--- config.mk ---
export PLATFORM = sky130hd
export DESIGN_NAME = spsi_port_status_irq
export DESIGN_NICKNAME = d
export VERILOG_FILES = /design/src/core/spsi_port_status_irq.v
export VERILOG_INCLUDE_DIRS = /design/src /design/src/core
export SDC_FILE = /design/constraint.sdc
export NUM_CORES = 1
export LEC_CHECK = 0
export BUFFER_PORTS_ARGS = -buffer_cell sky130_fd_sc_hd__buf_4
export CAP_MARGIN = 5
export CORE_ASPECT_RATIO = 1.2
export CORE_MARGIN = 1
export CORE_UTILIZATION = 45
export CTS_BUF_LIST = sky130_fd_sc_hd__clkbuf_4 sky130_fd_sc_hd__clkbuf_8 sky130_fd_sc_hd__clkbuf_16
export DETAILED_ROUTE_END_ITERATION = 8
export GPL_TIMING_DRIVEN = 0
export PLACE_DENSITY_LB_ADDON = 0.08
export SLEW_MARGIN = 20
export SYNTH_ARGS = -nofsm -noshare
export SYNTH_HDL_FRONTEND = slang
export SYNTH_SLANG_ARGS = --single-unit
--- constraint.sdc ---
create_clock -name i_ref_clk -period 4.14 [get_ports i_ref_clk]
set_input_delay 0.207 -clock i_ref_clk [delete_from_list [all_inputs] [get_ports i_ref_clk]]
set_output_delay 0.207 -clock i_ref_clk [all_outputs]
set_load 0.02 [all_outputs]
--- src/core/spsi_defs.vh ---
// Register offsets, field positions and reset values of the port status and interrupt vector block.
`ifndef SPSI_DEFS_VH
`define SPSI_DEFS_VH
// ==========================================================
// Register byte offsets
`define SPSI_OFF_CTRL 8'h00
`define SPSI_OFF_STATUS 8'h04
`define SPSI_OFF_PRIVEC 8'h08
`define SPSI_OFF_IRQSTAT 8'h0c
`define SPSI_OFF_IRQMASK 8'h10
// ==========================================================
// Field positions
`define SPSI_CTRL_IRQEN 13
`define SPSI_ST_REMERR 8
`define SPSI_ST_LOCERR 7
`define SPSI_ST_FIFO_LO 3
`define SPSI_ST_SLAVE_REQUEST_PENDING 2
`define SPSI_ST_MASTER_REQUEST_PENDING 1
`define SPSI_ST_LINK 0
`define SPSI_PV_NONE 31
// ==========================================================
// Reset values
`define SPSI_CTRL_RST 32'h0000_0000
`define SPSI_IRQ_RST 32'h0000_0000
`define SPSI_MASK_RST 32'h0000_0000
`define SPSI_RESP_OKAY 2'h0
`define SPSI_RESP_SLVERR 2'h2
`endif

--- src/core/spsi_port_status_irq.v ---
// Status flags, interrupt status and priority vector logic of a serial bridge port.
// Contract
// - An error symbol arriving on the serial receive path sets the remote error flag, status bit 8.
// - Remote and local error flags are sticky and clear only on a written one to their bit.
// - An error the port's own receive logic finds in an inbound packet sets the local error flag, bit 7.
// - The port interrupt output is high while either error flag is set and control bit 13 is set.
// - Status bits 6 to 3 show non-empty for slave command, slave data, master command, master data FIFOs.
// - Status bit 2 reads one while a request from this port to the peer is outstanding.
// - Status bit 1 reads one while a request from the peer to this port is outstanding.
// - Status bit 0 reads one once link initialisation completed and zero before it or after timeout.
// - Reading the priority vector gives in bits 4-0 the lowest-numbered pending interrupt status bit.
// - Writing the priority vector clears the interrupt status bit selected by written bits 4-0.
// - Priority vector bit 31 reads one when no interrupt status bit is pending, and is one after reset.
// - Priority vector bits 30-5 read zero and ignore writes.
// - The interrupt status register holds unmasked status, clears by written ones, and feeds the encoder.
`timescale 1ns/1ps
`include "spsi_defs.vh"
module spsi_port_status_irq (
  input wire i_ref_clk,
  input wire i_rstn,
  input wire i_remote_error_symbol,
  input wire i_local_rx_error,
  input wire i_slave_cmd_fifo_nonempty,
  input wire i_slave_data_fifo_nonempty,
  input wire i_master_cmd_fifo_nonempty,
  input wire i_master_data_fifo_nonempty,
  input wire i_slave_request_pending,
  input wire i_master_request_pending,
  input wire i_link_up,
  input wire [31:0] i_irq_event,
  input wire [7:0] i_awaddr,
  input wire i_awvalid,
  output wire o_awready,
  input wire [31:0] i_wdata,
  input wire [3:0] i_wstrb,
  input wire i_wvalid,
  output wire o_wready,
  output reg [1:0] o_bresp,
  output reg o_bvalid,
  input wire i_bready,
  input wire [7:0] i_araddr,
  input wire i_arvalid,
  output wire o_arready,
  output reg [31:0] o_rdata,
  output reg [1:0] o_rresp,
  output reg o_rvalid,
  input wire i_rready,
  output wire o_port_interrupt_out,
  output wire o_irq
);
  // ==========================================================
  // Input synchronisers: three stages, a change counts when stages two and three agree.
  wire [8:0] async_in;
  reg [8:0] sync1_reg;
  reg [8:0] sync2_reg;
  reg [8:0] sync3_reg;
  reg [8:0] filt_reg;
  reg [8:0] filt_next;
  integer k;
  assign async_in = {i_remote_error_symbol, i_local_rx_error, i_slave_cmd_fifo_nonempty,
                     i_slave_data_fifo_nonempty, i_master_cmd_fifo_nonempty,
                     i_master_data_fifo_nonempty, i_slave_request_pending,
                     i_master_request_pending, i_link_up};
  always @* begin
    filt_next = filt_reg;
    for (k = 0; k < 9; k = k + 1) begin
      if (sync2_reg[k] == sync3_reg[k]) begin
        filt_next[k] = sync3_reg[k];
      end
    end
  end
  always @(posedge i_ref_clk or negedge i_rstn) begin
    if (!i_rstn) begin
      sync1_reg <= 9'h000;
      sync2_reg <= 9'h000;
      sync3_reg <= 9'h000;
      filt_reg <= 9'h000;
    end else begin
      sync1_reg <= async_in;
      sync2_reg <= sync1_reg;
      sync3_reg <= sync2_reg;
      filt_reg <= filt_next;
    end
  end
  // Error inputs are edge-detected so a held error level sets the flag once per assertion.
  reg [1:0] err_prev_reg;
  wire remote_err_evt;
  wire local_err_evt;
  assign remote_err_evt = filt_reg[8] & ~err_prev_reg[1];
  assign local_err_evt = filt_reg[7] & ~err_prev_reg[0];
  always @(posedge i_ref_clk or negedge i_rstn) begin
    if (!i_rstn) begin
      err_prev_reg <= 2'h0;
    end else begin
      err_prev_reg <= filt_reg[8:7];
    end
  end
  // ==========================================================
  // AXI4-Lite write channel: address and data are latched independently, in either order.
  reg aw_full_reg;
  reg w_full_reg;
  reg [7:0] aw_addr_reg;
  reg [31:0] w_data_reg;
  reg [3:0] w_strb_reg;
  wire wr_go;
  wire wr_hit;
  assign o_awready = ~aw_full_reg & ~o_bvalid;
  assign o_wready = ~w_full_reg & ~o_bvalid;
  assign wr_go = aw_full_reg & w_full_reg & ~o_bvalid;
  always @(posedge i_ref_clk or negedge i_rstn) begin
    if (!i_rstn) begin
      aw_full_reg <= 1'b0;
      w_full_reg <= 1'b0;
      aw_addr_reg <= 8'h00;
      w_data_reg <= 32'h0000_0000;
      w_strb_reg <= 4'h0;
      o_bvalid <= 1'b0;
      o_bresp <= `SPSI_RESP_OKAY;
    end else begin
      if (i_awvalid && o_awready) begin
        aw_full_reg <= 1'b1;
        aw_addr_reg <= i_awaddr;
      end
      if (i_wvalid && o_wready) begin
        w_full_reg <= 1'b1;
        w_data_reg <= i_wdata;
        w_strb_reg <= i_wstrb;
      end
      if (wr_go) begin
        aw_full_reg <= 1'b0;
        w_full_reg <= 1'b0;
        o_bvalid <= 1'b1;
        o_bresp <= wr_hit ? `SPSI_RESP_OKAY : `SPSI_RESP_SLVERR;
      end else if (o_bvalid && i_bready) begin
        o_bvalid <= 1'b0;
      end
    end
  end
  // ==========================================================
  // Register decode and byte-lane mask.
  wire [31:0] wmask;
  wire [7:0] wa;
  wire wr_ctrl;
  wire wr_stat;
  wire wr_pv;
  wire wr_irq;
  wire wr_mask;
  assign wmask = {{8{w_strb_reg[3]}}, {8{w_strb_reg[2]}}, {8{w_strb_reg[1]}}, {8{w_strb_reg[0]}}};
  assign wa = {aw_addr_reg[7:2], 2'b00};
  assign wr_ctrl = wr_go && (wa == `SPSI_OFF_CTRL);
  assign wr_stat = wr_go && (wa == `SPSI_OFF_STATUS);
  assign wr_pv = wr_go && (wa == `SPSI_OFF_PRIVEC);
  assign wr_irq = wr_go && (wa == `SPSI_OFF_IRQSTAT);
  assign wr_mask = wr_go && (wa == `SPSI_OFF_IRQMASK);
  assign wr_hit = wr_ctrl | wr_stat | wr_pv | wr_irq | wr_mask;
  // ==========================================================
  // Control and mask registers.
  reg [31:0] ctrl_reg;
  reg [31:0] mask_reg;
  always @(posedge i_ref_clk or negedge i_rstn) begin
    if (!i_rstn) begin
      ctrl_reg <= `SPSI_CTRL_RST;
      mask_reg <= `SPSI_MASK_RST;
    end else begin
      if (wr_ctrl) begin
        ctrl_reg <= (ctrl_reg & ~wmask) | (w_data_reg & wmask);
      end
      if (wr_mask) begin
        mask_reg <= (mask_reg & ~wmask) | (w_data_reg & wmask);
      end
    end
  end
  // ==========================================================
  // Sticky error flags; a new error in the clearing cycle wins over the clear.
  reg remote_error_flag_reg;
  reg local_error_flag_reg;
  wire [31:0] wr_ones;
  assign wr_ones = w_data_reg & wmask;
  always @(posedge i_ref_clk or negedge i_rstn) begin
    if (!i_rstn) begin
      remote_error_flag_reg <= 1'b0;
      local_error_flag_reg <= 1'b0;
    end else begin
      if (remote_err_evt) begin
        remote_error_flag_reg <= 1'b1;
      end else if (wr_stat && wr_ones[`SPSI_ST_REMERR]) begin
        remote_error_flag_reg <= 1'b0;
      end
      if (local_err_evt) begin
        local_error_flag_reg <= 1'b1;
      end else if (wr_stat && wr_ones[`SPSI_ST_LOCERR]) begin
        local_error_flag_reg <= 1'b0;
      end
    end
  end
  assign o_port_interrupt_out = (remote_error_flag_reg | local_error_flag_reg) &
                                ctrl_reg[`SPSI_CTRL_IRQEN];
  wire [31:0] status_word;
  assign status_word = {23'h00_0000, remote_error_flag_reg, local_error_flag_reg,
                        filt_reg[6:3],
                        filt_reg[2],
                        filt_reg[1],
                        filt_reg[0]};
  // ==========================================================
  // Interrupt status: events set sticky bits, written ones or a vector write clear them.
  reg [31:0] irq_stat_reg;
  reg [31:0] irq_clr;
  always @* begin
    irq_clr = 32'h0000_0000;
    if (wr_irq) begin
      irq_clr = wr_ones;
    end
    if (wr_pv && w_strb_reg[0]) begin
      irq_clr = 32'h0000_0001 << w_data_reg[4:0];
    end
  end
  always @(posedge i_ref_clk or negedge i_rstn) begin
    if (!i_rstn) begin
      irq_stat_reg <= `SPSI_IRQ_RST;
    end else begin
      irq_stat_reg <= (irq_stat_reg & ~irq_clr) | i_irq_event;
    end
  end
  assign o_irq = |(irq_stat_reg & mask_reg);
  // ==========================================================
  // Priority encoder, combinational on the live status so reads after a clear are current.
  reg [4:0] vec;
  integer j;
  always @* begin
    vec = 5'h00;
    for (j = 31; j >= 0; j = j - 1) begin
      if (irq_stat_reg[j]) begin
        vec = j[4:0];
      end
    end
  end
  wire none_pending_flag;
  wire [31:0] privec_word;
  assign none_pending_flag = ~|irq_stat_reg;
  assign privec_word = {none_pending_flag, 26'h000_0000, vec};
  // ==========================================================
  // AXI4-Lite read channel.
  wire [7:0] ra;
  assign ra = {i_araddr[7:2], 2'b00};
  assign o_arready = ~o_rvalid;
  always @(posedge i_ref_clk or negedge i_rstn) begin
    if (!i_rstn) begin
      o_rvalid <= 1'b0;
      o_rdata <= 32'h0000_0000;
      o_rresp <= `SPSI_RESP_OKAY;
    end else if (i_arvalid && o_arready) begin
      o_rvalid <= 1'b1;
      o_rresp <= `SPSI_RESP_OKAY;
      case (ra)
        `SPSI_OFF_CTRL: o_rdata <= ctrl_reg;
        `SPSI_OFF_STATUS: o_rdata <= status_word;
        `SPSI_OFF_PRIVEC: o_rdata <= privec_word;
        `SPSI_OFF_IRQSTAT: o_rdata <= irq_stat_reg;
        `SPSI_OFF_IRQMASK: o_rdata <= mask_reg;
        default: begin
          o_rdata <= 32'h0000_0000;
          o_rresp <= `SPSI_RESP_SLVERR;
        end
      endcase
    end else if (o_rvalid && i_rready) begin
      o_rvalid <= 1'b0;
    end
  end
endmodule
==> impl_metrics.py <==
metrics = {
    "global_route": {
        "grt_overflow": 0,
        "grt_pass1_vias": 7356,
        "grt_start_max_net_pins": 94,
        "grt_usage": 0.260,
        "antenna_found_initial": 0,
        "grt_pass1_wl_um": 41200,
    },
    "sta": {
        "min_period_over_period": 0.615,
        "slew_violations": 0,
        "slew_headroom": 0.244,
        "max_freq_ghz": 0.393,
        "rsz0062_at_grt": "no",
        "hold_viol_final": 0,
        "clock_skew_ns": 0.0101,
        "finalCriticalPeriod_ns": 2.55,
        "setup_tns_ns": 0,
        "worst_pin_slew_ns": 1.13,
        "holdWs_ns": 0.0529,
        "setup_viol": 0,
    },
    "pwr": {
        "p_leak_nw": 5.41,
        "fin_total_pwr_mw": 6.78,
        "power.internal_mw": 4.67,
        "pwr-share-clk": 0.299,
        "seqPwrFrac": 0.467,
        "swShare": 0.311,
        "ir_drop_mv": 0.436,
        "power_switching_mw": 2.11,
        "power.share.combinational": 0.234,
        "powerDensity_nw_per_um2": 554,
    },
    "drt": {
        "drt-pass1-iter-count": 5,
        "post_drt_via_cell_ratio": 5.67,
        "drc": 0,
        "finalWirelength_um": 26300,
        "drt_iter0_drc": 435,
        "via_count": 7052,
        "ant_nets": 0,
        "wl_per_cell_um": 21.1,
    },
    "synthesis": {
        "synth_ff_type": "dfrtp_1",
        "seq_area_frac_synth": 0.589,
        "synthTopCellsByArea": "dfrtp_1 (59%), mux2_2 (13%), a22oi_1 (7.4%), a21o_1 (1.9%), o21ai_0 (1.7%)",
        "synth_edf_count": 0,
        "syn_inst": 715,
        "yosysWarnings": 0,
        "synthArstFlopShare": 1.00,
        "ys_ff_latch": 216,
        "synth_area_leader_cell": "dfrtp_1",
        "yosys.area.top_type_share": 0.589,
        "syn_area_um2": 9170,
        "synth_area_per_cell_um2": 12.8,
        "yosys.cell_types.count": 50,
    },
    "finish": {
        "synthToLayoutAreaGrowth_pct": 33.3,
        "drive_gt1_frac": 0.332,
        "antenna_cells": 0,
        "layout_commonest_cell": "dfrtp_1",
        "final_cell_mix": "dfrtp_1 (216), buf_4 (141), mux2_2 (107)",
        "layout.nets": 1066,
    },
    "clocking": {
        "clk_path_buf_depth": 3,
        "clock-sinks": 216,
        "root_buffer": "clkbuf_16",
        "cts.htree.levels": 1,
        "cts_inserted_buffers": 23,
        "cts_tree": "yes",
        "ctsResizeCount": 0,
        "worstSkewPairLatency_ns": 0.51,
        "path_clk_slew_ns": 0.06,
    },
    "setup_path": {
        "setup.worst_path.class": "reg -> out",
        "worst_ep_required_time_ns": 3.93,
        "end_kind": "primary output",
        "crit_arrival_ns": 2.34,
        "cp-start-kind": "register",
        "crit_fanout": 7,
    },
    "min_path": {
        "hp-class": "in -> reg",
    },
    "run_status": {
        "status": "finished clean",
    },
    "floorplan": {
        "start_util": 0.464,
        "ios": 143,
        "die_x_um": 132,
        "core_um2": 19800,
        "rows": 56,
        "dieArea_um2": 21000,
        "fp.dieH_um": 158,
    },
    "place": {
        "place_congestion": 0.829,
        "hpwl_um": 18800,
        "portBuffers": 135,
    },
    "flow_run": {
        "drv_cap": 0,
    },
}
-- per-stage QoR --
step / setup slack (ns) / instances / utilization / area (um^2)
after floorplan: 2.16 / 716 / - / 9180
after global placement: 1.37 / 1112 / 0.532 / 10500
after detailed placement: 1.90 / 1114 / 0.536 / 10600
after CTS: 1.63 / 1244 / 0.619 / 12200
after global routing: 1.53 / 1244 / 0.619 / 12200
final: 1.59 / 1244 / 0.619 / 12200
-- synthesized netlist by cell type, drive strengths merged, types with 12 or more instances --
cell type and count:
nor2 22, a22oi 90, clkbuf 13, nand2 30, dfrtp 216, buf 23
mux2 107, a21oi 14, o21ai 36, nand4 12, nor3 13, a21o 23
-- power by group through the flow --
stage	Sequential [mW]	Combinational, mW	Clock, mW
after floorplan	2.99	0.989	0
after global placement	3.16	1.46	0
after detailed placement	3.19	1.52	0
after CTS	3.16	1.59	2.08
after global routing	3.23	1.71	2.16
final	3.16	1.59	2.03
-- per-layer routing --
metal / global-route usage / vias to the layer above / wire length [um]
met2: 0.454 / 241 / 13100
li1: - / 3207 / -
met1: 0.324 / 3541 / 10900
met4: 0.107 / 0 / 966
met3: 0.0382 / 63 / 1360
met5: 0 / - / 0
-- timing repair --
item,in CTS,in global routing
buffers inserted,0,0
hold buffers,88,0
hold endpoints to repair,142,0
-- final timing paths --
check                                      end  cells after the start  slack (ns)            start
worst max-delay path                     o_irq                      4        1.59  irq_stat_reg[6]
worst min-delay path                o_rdata[1]                      4        0.05      i_araddr[6]
worst max register to register        register                      3        1.89   aw_addr_reg[2]
worst min register to register    sync2_reg[5]                      0        0.35     sync1_reg[5]
max in group asynchronous            async pin                      4        2.79           i_rstn
min in group asynchronous       w_data_reg[24]                      2        0.21           i_rstn
-- worst max-delay path, cell delays in order (launching register included) --
cell and delay, ns:
dfrtp_1 0.48, a22oi_1 0.42, nand4_1 0.15, or4_1 0.58, buf_4 0.19
-- cell type report --
class / instances / area (um^2)
clock inverters: 8 / 75.1
clock buffers: 34 / 683
repair buffers: 225 / 1960
flip-flops and latches: 216 / 5410
fillers: 1609 / 7530
plain buffers: 36 / 189
well taps: 261 / 327
multi-input cells: 455 / 3560
inverters: 9 / 33.8
-- cell families after synthesis --
group,after synthesis,synth area share
compound gates,196,0.150
fa+ha+maj,9,0.00982
buf+inv,45,0.0243
flops,216,0.589
mux,114,0.139
other cells,1,0.000409
simple gates,134,0.0873
Note: power is estimated with default switching activity, not from simulation.
